[src/design/i2c_seq_pkg.sv]
// package: register map, flag layout, states and carriers of the sequencer
// assumes: one 32-bit axi4-lite slave, byte-wide registers in the low lane
package i2c_seq_pkg;

  // ----------------------------------------
  // register map (byte addresses)
  // ----------------------------------------
  localparam logic [3:0] ctrl_addr = 4'h0;
  localparam logic [3:0] stat_addr = 4'h4;
  localparam logic [3:0] buf_addr = 4'h8;
  localparam logic [3:0] baud_addr = 4'hc;

  // ----------------------------------------
  // field positions and reset values
  // ----------------------------------------
  localparam int ctrl_rs_bit = 0;
  localparam int ctrl_stop_bit = 1;
  localparam int ctrl_ack_bit = 2;
  localparam int ctrl_ack_data_value_bit = 3;
  localparam int ctrl_ie_bit = 4;
  localparam int flg_start = 0;
  localparam int flg_stop = 1;
  localparam int flg_write_collision_flag = 2;
  localparam int flg_bcl = 3;
  localparam int flg_pif = 4;
  localparam int stat_bf_bit = 5;
  localparam int stat_ack_status_flag_bit = 6;
  localparam int stat_busy_bit = 7;
  localparam logic [7:0] baud_reset = 8'h04;
  localparam logic [1:0] resp_okay = 2'h0;
  localparam logic [1:0] resp_slverr = 2'h2;
  localparam logic [3:0] last_bit = 4'h7;
  localparam logic [3:0] ack_bit = 4'h8;

  // ----------------------------------------
  // sequencer states
  // ----------------------------------------
  typedef enum logic [4:0] {
    st_idle = 5'h00,
    st_rs_scllo = 5'h01,
    st_rs_sdahi = 5'h02,
    st_rs_sclwt = 5'h03,
    st_rs_high = 5'h04,
    st_rs_sdalo = 5'h05,
    st_ak_low = 5'h06,
    st_ak_wait = 5'h07,
    st_ak_high = 5'h08,
    st_p_sdalo = 5'h09,
    st_p_low = 5'h0a,
    st_p_wait = 5'h0b,
    st_p_high = 5'h0c,
    st_p_sdawt = 5'h0d,
    st_p_done = 5'h0e,
    st_t_low = 5'h0f,
    st_t_wait = 5'h10,
    st_t_high = 5'h11
  } seq_state_t;

  // ----------------------------------------
  // carriers
  // ----------------------------------------
  typedef struct packed {
    logic scl;
    logic sda;
  } bus_pins_t;

  typedef struct packed {
    logic ld;
    logic run;
    logic [7:0] reload;
  } baud_ctl_t;

endpackage

[src/design/pin_sync.sv]
// two-flop synchroniser for the sampled bus lines
// assumes: lines are asynchronous to aclk; only stage two is read outside
`timescale 1ns/1ps
module pin_sync import i2c_seq_pkg::*; (
  // clock and reset
  input wire logic aclk,
  input wire logic aresetn,
  // lines
  input wire bus_pins_t pins_in,
  output bus_pins_t pins_out
);

  typedef struct packed {
    bus_pins_t meta;
    bus_pins_t sync;
  } sync_state_t;

  sync_state_t s_r;
  sync_state_t s_nxt;

  always_comb begin
    s_nxt.meta = pins_in;
    s_nxt.sync = s_r.meta;
  end

  // ----------------------------------------
  // idle bus reads high
  // ----------------------------------------
  always_ff @(posedge aclk) begin
    if (!aresetn) begin
      s_r <= '1;
    end else begin
      s_r <= s_nxt;
    end
  end

  assign pins_out = s_r.sync;

endmodule // pin_sync

[src/design/baud_counter.sv]
// baud period down-counter with load, pause and expiry
// assumes: load and run come from the sequencer on the same clock
`timescale 1ns/1ps
module baud_counter import i2c_seq_pkg::*; (
  // clock and reset
  input wire logic aclk,
  input wire logic aresetn,
  // control
  input wire baud_ctl_t ctl,
  // expiry
  output logic expired
);

  typedef struct packed {
    logic [7:0] cnt;
  } baud_state_t;

  baud_state_t s_r;
  baud_state_t s_nxt;

  always_comb begin
    s_nxt = s_r;
    if (ctl.ld) begin
      s_nxt.cnt = ctl.reload;
    end else if (ctl.run && s_r.cnt != 8'h00) begin
      s_nxt.cnt = s_r.cnt - 8'h01;
    end
  end

  always_ff @(posedge aclk) begin
    if (!aresetn) begin
      s_r <= '0;
    end else begin
      s_r <= s_nxt;
    end
  end

  // ----------------------------------------
  // expiry only while running
  // ----------------------------------------
  assign expired = ctl.run && !ctl.ld && s_r.cnt == 8'h00;

endmodule // baud_counter

[src/design/i2c_host_condition_sequencer.sv]
// host sequencer: repeated start, acknowledge, stop and byte transmit
// assumes: open-drain scl/sda resolved outside; axi4-lite master on aclk
//
// Overview of operation
// - repeated start: scl low, sda released
// - then release scl, high, sda low, scl low
// - repeated start ends self-cleared, sda held low
// - repeated start ignored while busy
// - repeated start collisions on sda or scl
// - collision aborts, releases lines, clears requests
// - ack sequence drives ack data value
// - ack: one period low, high, then idle
// - buffer write during ack: write collision
// - scl held low after ninth clock
// - stop: sda low, scl high, sda high
// - stop seen, then interrupt one period later
// - buffer write during stop: write collision
// - sleep: completed event raises wake when enabled
// - reset disables port, abandons transfer
// - buffer write sets full, starts transmit
// - bits change after scl falls, one period each
// - after eighth clock clear full, release sda
// - ninth bit captured as ack status
// - after ninth clock interrupt, hold scl low
// - buffer write while shifting: write collision
// - counter pauses until scl reads high
//
// Design decisions made here: the AXI4-Lite slave port and the register addresses.
`timescale 1ns/1ps
module i2c_host_condition_sequencer import i2c_seq_pkg::*; (
  // clock and reset
  input wire logic aclk,
  input wire logic aresetn,
  // axi4-lite write
  input wire logic [3:0] awaddr,
  input wire logic awvalid,
  output logic awready,
  input wire logic [31:0] wdata,
  input wire logic [3:0] wstrb,
  input wire logic wvalid,
  output logic wready,
  output logic [1:0] bresp,
  output logic bvalid,
  input wire logic bready,
  // axi4-lite read
  input wire logic [3:0] araddr,
  input wire logic arvalid,
  output logic arready,
  output logic [31:0] rdata,
  output logic [1:0] rresp,
  output logic rvalid,
  input wire logic rready,
  // two-wire bus
  input wire logic scl_i,
  output logic scl_o,
  output logic scl_oe_n,
  input wire logic sda_i,
  output logic sda_o,
  output logic sda_oe_n,
  // power state
  input wire logic sleep_i,
  output logic wake_event
);

  typedef struct packed {
    seq_state_t fsm;
    logic repeated_start_request;
    logic stop_condition_request;
    logic ack_sequence_request;
    logic ack_data_value;
    logic ie;
    logic bf;
    logic ack_status_flag;
    logic [4:0] flg;
    logic scl_low;
    logic sda_low;
    logic sda_q;
    logic [7:0] shreg;
    logic [7:0] bufv;
    logic [3:0] bitn;
    logic [7:0] reload;
    logic ld;
    logic aw_ok;
    logic [3:0] aw_a;
    logic w_ok;
    logic [7:0] w_d;
    logic w_lane;
    logic bvalid;
    logic [1:0] bresp;
    logic rvalid;
    logic [1:0] rresp;
    logic [7:0] rdata;
    logic wake;
  } seq_reg_t;

  seq_reg_t s_r;
  seq_reg_t s_nxt;
  bus_pins_t pins;
  baud_ctl_t bctl;
  logic expired;
  logic wr_fire;
  logic busy;

  // ----------------------------------------
  // line sampling and baud counter
  // ----------------------------------------
  pin_sync u_sync (
    .aclk(aclk),
    .aresetn(aresetn),
    .pins_in('{scl: scl_i, sda: sda_i}),
    .pins_out(pins)
  );

  always_comb begin
    bctl.ld = s_r.ld;
    bctl.reload = s_r.reload;
    // paused in idle and in the wait states until the awaited scl or sda level is seen
    bctl.run = !(s_r.fsm inside {st_idle, st_rs_scllo, st_rs_sclwt, st_ak_wait,
                 st_p_sdalo, st_p_wait, st_p_sdawt, st_t_wait});
  end

  baud_counter u_baud (
    .aclk(aclk),
    .aresetn(aresetn),
    .ctl(bctl),
    .expired(expired)
  );

  assign wr_fire = s_r.aw_ok && s_r.w_ok && !s_r.bvalid;
  assign busy = s_r.fsm != st_idle || s_r.repeated_start_request || s_r.stop_condition_request || s_r.ack_sequence_request;

  // ----------------------------------------
  // next state
  // ----------------------------------------
  always_comb begin
    logic [4:0] evt;
    logic [4:0] clr;
    logic bcl;
    evt = '0;
    clr = '0;
    bcl = 1'b0;
    s_nxt = s_r;
    s_nxt.ld = 1'b0;
    s_nxt.wake = 1'b0;
    s_nxt.sda_q = pins.sda;
    // start and stop seen on the lines
    if (pins.scl && s_r.sda_q && !pins.sda) evt[flg_start] = 1'b1;
    if (pins.scl && !s_r.sda_q && pins.sda) evt[flg_stop] = 1'b1;

    unique case (s_r.fsm)
      st_idle: begin
      end
      st_rs_scllo: if (!pins.scl) begin
        s_nxt.ld = 1'b1;
        s_nxt.sda_low = 1'b0;
        s_nxt.fsm = st_rs_sdahi;
      end
      st_rs_sdahi: if (expired) begin
        if (pins.sda) begin
          s_nxt.scl_low = 1'b0;
          s_nxt.fsm = st_rs_sclwt;
        end else begin
          bcl = 1'b1;
        end
      end
      st_rs_sclwt: if (pins.scl) begin
        if (!pins.sda) begin
          bcl = 1'b1;
        end else begin
          s_nxt.ld = 1'b1;
          s_nxt.fsm = st_rs_high;
        end
      end
      st_rs_high: begin
        if (!pins.scl) begin
          bcl = 1'b1;
        end else if (expired) begin
          s_nxt.sda_low = 1'b1;
          s_nxt.ld = 1'b1;
          s_nxt.fsm = st_rs_sdalo;
        end
      end
      st_rs_sdalo: if (expired) begin
        // no reload, sda stays low
        s_nxt.scl_low = 1'b1;
        s_nxt.repeated_start_request = 1'b0;
        evt[flg_pif] = 1'b1;
        s_nxt.fsm = st_idle;
      end
      st_ak_low: if (expired) begin
        s_nxt.scl_low = 1'b0;
        s_nxt.fsm = st_ak_wait;
      end
      st_ak_wait: if (pins.scl) begin
        s_nxt.ld = 1'b1;
        s_nxt.fsm = st_ak_high;
      end
      st_ak_high: begin
        if (!s_r.sda_low && !pins.sda) begin
          bcl = 1'b1;
        end else if (expired) begin
          s_nxt.scl_low = 1'b1;
          s_nxt.ack_sequence_request = 1'b0;
          evt[flg_pif] = 1'b1;
          s_nxt.fsm = st_idle;
        end
      end
      st_p_sdalo: if (!pins.sda) begin
        s_nxt.ld = 1'b1;
        s_nxt.fsm = st_p_low;
      end
      st_p_low: if (expired) begin
        s_nxt.scl_low = 1'b0;
        s_nxt.fsm = st_p_wait;
      end
      st_p_wait: if (pins.scl) begin
        s_nxt.ld = 1'b1;
        s_nxt.fsm = st_p_high;
      end
      st_p_high: if (expired) begin
        s_nxt.sda_low = 1'b0;
        s_nxt.fsm = st_p_sdawt;
      end
      st_p_sdawt: if (pins.sda && pins.scl) begin
        s_nxt.ld = 1'b1;
        s_nxt.fsm = st_p_done;
      end
      st_p_done: if (expired) begin
        s_nxt.stop_condition_request = 1'b0;
        evt[flg_pif] = 1'b1;
        s_nxt.fsm = st_idle;
      end
      st_t_low: if (expired) begin
        s_nxt.scl_low = 1'b0;
        s_nxt.fsm = st_t_wait;
      end
      st_t_wait: if (pins.scl) begin
        if (s_r.bitn == ack_bit) s_nxt.ack_status_flag = pins.sda;
        s_nxt.ld = 1'b1;
        s_nxt.fsm = st_t_high;
      end
      st_t_high: begin
        if (s_r.bitn != ack_bit && !s_r.sda_low && !pins.sda) begin
          bcl = 1'b1;
        end else if (expired) begin
          s_nxt.scl_low = 1'b1;
          if (s_r.bitn == ack_bit) begin
            // clock parked low until the next byte
            evt[flg_pif] = 1'b1;
            s_nxt.fsm = st_idle;
          end else begin
            if (s_r.bitn == last_bit) s_nxt.bf = 1'b0;
            s_nxt.sda_low = s_r.bitn == last_bit ? 1'b0 : !s_r.shreg[6];
            s_nxt.shreg = {s_r.shreg[6:0], 1'b0};
            s_nxt.bitn = s_r.bitn + 4'h1;
            s_nxt.ld = 1'b1;
            s_nxt.fsm = st_t_low;
          end
        end
      end
      default: s_nxt.fsm = st_idle;
    endcase

    // abort on collision
    if (bcl) begin
      s_nxt.fsm = st_idle;
      s_nxt.scl_low = 1'b0;
      s_nxt.sda_low = 1'b0;
      s_nxt.repeated_start_request = 1'b0;
      s_nxt.stop_condition_request = 1'b0;
      s_nxt.ack_sequence_request = 1'b0;
      s_nxt.bf = 1'b0;
      evt[flg_bcl] = 1'b1;
    end

    // ----------------------------------------
    // axi4-lite slave
    // ----------------------------------------
    if (awvalid && awready) begin
      s_nxt.aw_ok = 1'b1;
      s_nxt.aw_a = awaddr;
    end
    if (wvalid && wready) begin
      s_nxt.w_ok = 1'b1;
      s_nxt.w_d = wdata[7:0];
      s_nxt.w_lane = wstrb[0];
    end
    if (s_r.bvalid && bready) s_nxt.bvalid = 1'b0;
    if (wr_fire) begin
      s_nxt.aw_ok = 1'b0;
      s_nxt.w_ok = 1'b0;
      s_nxt.bvalid = 1'b1;
      s_nxt.bresp = resp_okay;
      unique case ({s_r.aw_a[3:2], 2'b00})
        ctrl_addr: if (s_r.w_lane) begin
          s_nxt.ack_data_value = s_r.w_d[ctrl_ack_data_value_bit];
          s_nxt.ie = s_r.w_d[ctrl_ie_bit];
          // requests only from idle, one at a time
          if (!busy) begin
            if (s_r.w_d[ctrl_rs_bit]) begin
              s_nxt.repeated_start_request = 1'b1;
              s_nxt.scl_low = 1'b1;
              s_nxt.fsm = st_rs_scllo;
            end else if (s_r.w_d[ctrl_stop_bit]) begin
              s_nxt.stop_condition_request = 1'b1;
              s_nxt.sda_low = 1'b1;
              s_nxt.fsm = st_p_sdalo;
            end else if (s_r.w_d[ctrl_ack_bit]) begin
              s_nxt.ack_sequence_request = 1'b1;
              s_nxt.scl_low = 1'b1;
              s_nxt.sda_low = !s_r.w_d[ctrl_ack_data_value_bit];
              s_nxt.ld = 1'b1;
              s_nxt.fsm = st_ak_low;
            end
          end
        end
        stat_addr: if (s_r.w_lane) clr = s_r.w_d[4:0];
        buf_addr: if (s_r.w_lane) begin
          if (busy) begin
            evt[flg_write_collision_flag] = 1'b1;
          end else begin
            s_nxt.bufv = s_r.w_d;
            s_nxt.shreg = s_r.w_d;
            s_nxt.bf = 1'b1;
            s_nxt.bitn = 4'h0;
            s_nxt.scl_low = 1'b1;
            s_nxt.sda_low = !s_r.w_d[7];
            s_nxt.ld = 1'b1;
            s_nxt.fsm = st_t_low;
          end
        end
        baud_addr: if (s_r.w_lane) s_nxt.reload = s_r.w_d;
        default: s_nxt.bresp = resp_slverr;
      endcase
    end
    if (arvalid && arready) begin
      s_nxt.rvalid = 1'b1;
      s_nxt.rresp = resp_okay;
      unique case ({araddr[3:2], 2'b00})
        ctrl_addr: s_nxt.rdata = {3'h0, s_r.ie, s_r.ack_data_value, s_r.ack_sequence_request, s_r.stop_condition_request, s_r.repeated_start_request};
        stat_addr: s_nxt.rdata = {busy, s_r.ack_status_flag, s_r.bf, s_r.flg};
        buf_addr: s_nxt.rdata = s_r.bufv;
        baud_addr: s_nxt.rdata = s_r.reload;
        default: begin
          s_nxt.rdata = 8'h00;
          s_nxt.rresp = resp_slverr;
        end
      endcase
    end else if (s_r.rvalid && rready) begin
      s_nxt.rvalid = 1'b0;
    end

    // set wins over a clear in the same cycle
    s_nxt.flg = (s_r.flg & ~clr) | evt;
    s_nxt.wake = sleep_i && s_r.ie && (evt[flg_pif] || evt[flg_bcl]);
  end

  // ----------------------------------------
  // state register
  // ----------------------------------------
  always_ff @(posedge aclk) begin
    if (!aresetn) begin
      s_r <= '{fsm: st_idle, reload: baud_reset, sda_q: 1'b1, default: '0};
    end else begin
      s_r <= s_nxt;
    end
  end

  // ----------------------------------------
  // outputs
  // ----------------------------------------
  assign awready = !s_r.aw_ok && !s_r.bvalid;
  assign wready = !s_r.w_ok && !s_r.bvalid;
  assign bvalid = s_r.bvalid;
  assign bresp = s_r.bresp;
  assign arready = !s_r.rvalid;
  assign rvalid = s_r.rvalid;
  assign rresp = s_r.rresp;
  assign rdata = {24'h000000, s_r.rdata};
  assign scl_o = 1'b0;
  assign sda_o = 1'b0;
  assign scl_oe_n = !s_r.scl_low;
  assign sda_oe_n = !s_r.sda_low;
  assign wake_event = s_r.wake;
endmodule // i2c_host_condition_sequencer

[config.mk]
export PLATFORM = sky130hd
export DESIGN_NAME = i2c_host_condition_sequencer
export DESIGN_NICKNAME = d
export VERILOG_FILES = /design/src/design/i2c_seq_pkg.sv /design/src/design/pin_sync.sv /design/src/design/baud_counter.sv /design/src/design/i2c_host_condition_sequencer.sv
export SDC_FILE = /design/constraint.sdc
export NUM_CORES = 1
export LEC_CHECK = 0
export BUFFER_PORTS_ARGS = -buffer_cell sky130_fd_sc_hd__buf_2
export CORE_MARGIN = 4
export CORE_UTILIZATION = 30
export CTS_CLUSTER_SIZE = 10
export DETAILED_ROUTE_END_ITERATION = 12
export PLACE_DENSITY = 0.46
export SLEW_MARGIN = 20
export SYNTH_ARGS = -nofsm -noshare
export SYNTH_HDL_FRONTEND = slang
export SYNTH_SLANG_ARGS = --single-unit
export TNS_END_PERCENT = 30
[constraint.sdc]
create_clock -name aclk -period 2.8 [get_ports aclk]
set_clock_uncertainty 0.2 [all_clocks]
set_input_delay 0.56 -clock aclk [delete_from_list [all_inputs] [get_ports aclk]]
set_output_delay 0.56 -clock aclk [all_outputs]
set_load 0.05 [all_outputs]
==> results of run 1 <==
[state kept, by name, indices dropped and copies added, names as in the netlist]
signal and cells:
bvalid 1, s_r 52, u_sync.s_nxt 2, rvalid 1, rdata 8, u_sync.pins_out 2, wake_event 1, u_baud.s_r 8
bctl 9
[worst max-delay path: stages (launching register included)]
cell and delay (ns):
dfxtp_1 0.36, inv_1 0.10, ha_1 0.17, nor4b_1 0.32, nand2_2 0.18, or3_1 0.50
and4b_1 0.24, nor4_2 0.27, o21bai_1 0.10
[cell type report]
type	count	area, um2	area share
clock buffer	10	239	0.0436
inverter	19	71.3	0.0130
sequential	84	1680	0.307
tap	216	270	0.0493
clock inverter	6	68.8	0.0126
multi-input combinational	470	2720	0.496
timing repair buffer	68	428	0.0781
[stage by stage]
| step | setup WS, ns | power [mW] |
|---|---|---|
| floorplan | 0.520 | 1.56 |
| global placement | 0.293 | 1.61 |
| detailed placement | 0.267 | 1.61 |
| CTS | 0.240 | 2.87 |
| global route | 0.0182 | 2.95 |
| finish | 0.232 | 2.83 |
[cells by family (layout without fill, tap and decap cells)]
logic type,after synthesis,after routing,synth area share
AOI/OAI and AO/OA,147,147,0.191
xor gates and xnor gates,5,5,0.00909
adders and majority gates,4,4,0.0104
buffers and inverters,98,103,0.109
DFF,84,84,0.349
muxes,23,23,0.0621
other,1,30,0.000779
and+or+nand+nor,261,261,0.269
[layout by cell type (no fill, tap or decap), types with 5 or more instances in the layout]
cell type and count:
nor3_1 16, buf_4 29, nor2b_1 6, mux2i_1 13, or3_1 7, a21oi_1 70
a211oi_1 8, nand2b_1 16, a32oi_1 5, nand2_1 87, dfxtp_1 84, nand4_1 6
nor2_1 62, and2_1 6, clkbuf_16 9, nand3_1 24, o21ai_0 21, inv_1 18
mux4_2 5, mux2_2 5, buf_2 38, conb_1 30
[per-layer routing]
metal | wire length (um) | vias up | share of wire | GRT usage
met5 | 0 | - | 0 | 0
met4 | 415 | 0 | 0.030 | 0.0662
met3 | 639 | 27 | 0.046 | 0.0250
met2 | 6320 | 131 | 0.45 | 0.239
met1 | 6650 | 2084 | 0.47 | 0.221
li1 | - | 2186 | - | -
[power by group through the flow]
stage	logic (mW)	clock network (mW)	registers, mW
global route	0.354	1.33	1.26
global placement	0.325	0	1.29
finish	0.327	1.25	1.26
detailed placement	0.325	0	1.29
CTS	0.326	1.28	1.26
floorplan	0.297	0	1.27
[worst max-delay path by stage]
stage | cells after the start | slack [ns] | start | end
after floorplan | 9 | 0.52 | u_baud.s_r[0] | s_r[76]
after global placement | 8 | 0.29 | u_baud.s_r[0] | s_r[76]
after detailed placement | 8 | 0.27 | u_baud.s_r[0] | s_r[76]
after CTS | 8 | 0.24 | u_baud.s_r[0] | s_r[76]
after global routing | 8 | 0.02 | u_baud.s_r[0] | s_r[60]
final | 8 | 0.23 | u_baud.s_r[0] | s_r[76]
==> results.md, run 1 <==
- Placed Area: between 0.005 and 0.006 mm2
- Post-route cell area: roughly 0.0055 mm2
- Reg-to-Reg Start: u_baud.s_r[0]
- Top cells by count, synth: nand2_1, dfxtp_1, a21oi_1
- Syn Area/Cell: 7.73 um2
- Antenna cells: 0
- Yosys top cell area share: 0.349
- Most common cell in the synthesized netlist: nand2_1
- Core area: between 0.015 and 0.02 mm2
- Die span in x: ~130 um
- Post-CTS sizing: 0
- FF-to-FF path depth: 8
- Capture point of the worst reg-to-reg path: s_r[76]
- Fin Setup TNS: 0 ns
- H-Tree Depth: 3
- Reg power frac: 0.444
- Area grow syn2layout: 13.7%
- Dpl hpwl: 10500 um
- Max-cap violations: 0
- Worst-Margin Slew: roughly 0.66 ns
- Leakage power: just over 2 nW
- Clk pin slew, worst setup/hold paths: roughly 0.070 ns
- Placed Cells incl. Taps: between 800 and 900
- Crit. End Element: register
- Utilization after layout: 0.346
- Tmin final: 2.57 ns
- CP Launch Type: register
- TritonCTS buffer count: 9
- Yosys warning total: 0
- Total GRT Usage: 0.157
- Rows: 46
- # IOs: 100
- Switch share: 0.286
- Int Power: ~2.0 mW
- Sequential area share after synthesis: 0.349
- Via count: around 4400
- Gr ovfl total: 0
- Crit path DAT: roughly 2.6 ns
- Fin cells: ~870
- Max Transition Viols Final: 0
- Count of different cell masters after synthesis: 70
- Clk sinks: between 80 and 90
- Initial Utilization: 0.304
- 1st-iter DRT viols: approximately 310
- Largest net degree at the start of global routing: 37
- Pwr per Cell Area: ~520 mW/mm2
- Worst reg2reg setup slack: between 0.2 and 0.25 ns
- Max VDD drop: 0.281 mV
- CTS tree: yes
- Final period util: 0.917
- WL per Instance: roughly 16 um
- WHS Endpoint: rvalid
- Drt pass-1 iters: 5
- Slew HR: 0.559
- Post-CTS setup buffer count: 0
- Post-route ant nets: 0
- CTS Buffer Depth: 2
- Hold Violations, Final: 0
- Hold path depth: 2
- Hold Startpoint: rready
- Post-synth top flop: dfxtp_1
- Die span in y: 135 um
- GPL Wtd Cong: slightly above 0.9
- Vias in the first global route: about 4100
- Setup violators final: 0
- Filler cells: approximately 1700
- Routed WL: approximately 14000 um
- Vias/cell: a little over 5
- Seq cells post-synth: 84
- Mapped Cells: slightly above 600
- Worst setup path category: register to register
- First-pass GRT wire length: approximately 23000 um
- Root Driver: clkbuf_16
- Area contributors post-synth: dfxtp_1, a21oi_1, nand2_1
- Hold Slack: between 0.15 and 0.2 ns
- EDFF count, synth: 0
- Residual DRC: 0
- Initial antenna violation count: 0
- Layout Nets: 710
- Psw: 0.809 mW
- Die area: ~0.018 mm2
- Unrepaired setup endpoints after global routing: no
- Mapped cell area: a little under 0.005 mm2
- Clk network pwr share: 0.440
- IO buf count: 38
- Worst-skew pair later-pin latency: 0.35 ns
- Crit-path max FO: 6
- Asr flop ratio synth: 0
- Achievable Freq: between 0.3 and 0.4 GHz
- Largest area contributor in the netlist: dfxtp_1
- CP required: 2.82 ns
- Layout cells sized above 1: 0.167
- Hold Path Class: input port to register
- Status: complete, no violations
- Combinational share of power: 0.116
- Post-CTS Hold Fix Bufs: 0
Power figures use the tool's default switching activity.
==> run 2, diff against run 1 <==
- PLACE_DENSITY: 0.46 -> 0.48
- clock period: 2.8 -> 2.2 ns (I/O delays scaled with it)
==> results.md, run 2 (synthesis results as in run 1) <==
- Total GRT Usage: 0.163
- Max Transition Viols Final: 0
- Max reg flops: 52
- Switch share: 0.279
- Worst setup path category: register to register
- Antenna cells: 0
- Drt pass-1 iters: 5
- Largest net degree at the start of global routing: 34
- Int Power: roughly 2.6 mW
- Levels on crit path: 8
- Die area: roughly 0.018 mm2
- Worst-skew pair later-pin latency: around 0.34 ns
- Worst path max stage delay: between 0.4 and 0.5 ns
- Crit-path max FO: 5
- Achievable Freq: about 0.46 GHz
- Total Power Consumption: 3.58 mW
- Layout cells sized above 1: 0.268
- Filler cells: approximately 1600
- Hold Violations, Final: 0
- Max VDD drop: around 0.46 mV
- Placed Area: approximately 0.0056 mm2
- Hold Slack: about 0.07 ns
- Psw: 0.997 mW
- Reg power frac: 0.446
- Status: complete, no violations
- Placed Cells incl. Taps: between 900 and 1000
- Hold path depth: 2
- Largest reg by FF count: s_r
- Crit path DAT: 2.20 ns
- Clk sinks: 84
- Max-cap violations: 0
- Post-route ant nets: 0
- Gr ovfl total: 0
- IO buf count: 38
- CTS tree: yes
- Fin Setup TNS: 0 ns
- Root Driver: clkbuf_16
- Commonest non-fill, non-tap cell in the layout: nand2_1
- Vias/cell: just under 5
- Tmin final: 2.18 ns
- Commonest cells after routing, fill and taps aside: nand2_1, buf_4, dfxtp_1
- H-Tree Depth: 3
- Crit. End Element: register
- Buf/Inv on CP: 1
- CP cell instances: inv_2 > ha_4 > nor4b_4 > nand2_2 > or3_4 > and4b_1 > nor4_2 > o21bai_1
- Post-route cell area: approximately 0.0061 mm2
- Initial antenna violation count: 0
- First-pass GRT wire length: 23400 um
- CTS Buffer Depth: 2
- Initial Utilization: 0.304
- Via count: between 4000 and 5000
- CP Launch Type: register
- GPL Wtd Cong: approximately 0.94
- Area grow syn2layout: 25.8%
- Slew HR: 0.589
- Leakage power: about 2.4 nW
- Pwr per Cell Area: between 500 and 600 mW/mm2
- FF-to-FF path depth: 8
- Vias in the first global route: roughly 4400
- Clk pin slew, worst setup/hold paths: ~0.06 ns
- CP required: between 2 and 2.5 ns
- Dpl hpwl: about 11000 um
- Core area: around 0.016 mm2
- Layout Nets: 770
- Post-CTS Hold Fix Bufs: 0
- Worst-Margin Slew: 0.612 ns
- WL per Instance: about 16 um
- Hold Path Class: input port to register
- Clk network pwr share: 0.425
- TritonCTS buffer count: 9
- # IOs: 100
- Routed WL: around 15000 um
- Rows: 46
- 1st-iter DRT viols: around 400
- Fin cells: around 930
- Setup violators final: 0
- Unrepaired setup endpoints after global routing: yes
- Die span in y: between 100 and 150 um
- Residual DRC: 0
- Top delay family on crit path: simple AND/OR/NAND/NOR gates
- Die span in x: 135 um
- Combinational share of power: 0.129
- Final period util: 0.989
- CP max stage cell: or3_4
run 2: stage by stage:
stage           util  worst slack [ns]
6_report       0.383            0.0240
5_1_grt        0.383           -0.0635
4_1_cts        0.375           -0.0150
3_5_place_dp   0.354            -0.224
3_3_place_gp   0.354            -0.229
2_1_floorplan      -           0.00746
run 2: power by group through the flow:
stage	Sequential (mW)	Clock, mW	Combinational [mW]
global route	1.60	1.63	0.495
global placement	1.63	0	0.451
detailed placement	1.63	0	0.452
CTS	1.60	1.56	0.456
finish	1.60	1.52	0.462
floorplan	1.61	0	0.379
run 2: final cells by class:
cell class	instances	area, um2	share of cell area
clock inverter	4	50.0	0.00826
clock buffer	11	243	0.0401
tap	216	270	0.0446
sequential	84	1690	0.280
multi-input combinational	470	2830	0.466
inverter	19	71.3	0.0118
timing repair buffer	128	906	0.149
run 2: timing repair:
item	4_1_cts	5_1_grt
endpoints found under the setup margin	25	25
pin swaps	2	10
gates resized for setup	8	25
cloned	0	0
buffers inserted	0	5
hold endpoints to repair	0	0
run 2: routing by layer:
layer / wire (um) / track usage / vias up
li1: - / - / 2300
met1: 6710 / 0.223 / 2194
met2: 6960 / 0.259 / 123
met3: 765 / 0.0324 / 18
met4: 310 / 0.0515 / 0
met5: 0 / 0 / -
run 2: final timing paths:
check / start / end / slack [ns]
worst min-delay path: rready / rvalid / 0.07
worst max register to register: u_baud.s_r[1] / s_r[76] / 0.02
worst min register to register: u_sync.s_nxt[0] / u_sync.pins_out[0] / 0.21
worst max-delay path: u_baud.s_r[1] / s_r[76] / 0.02
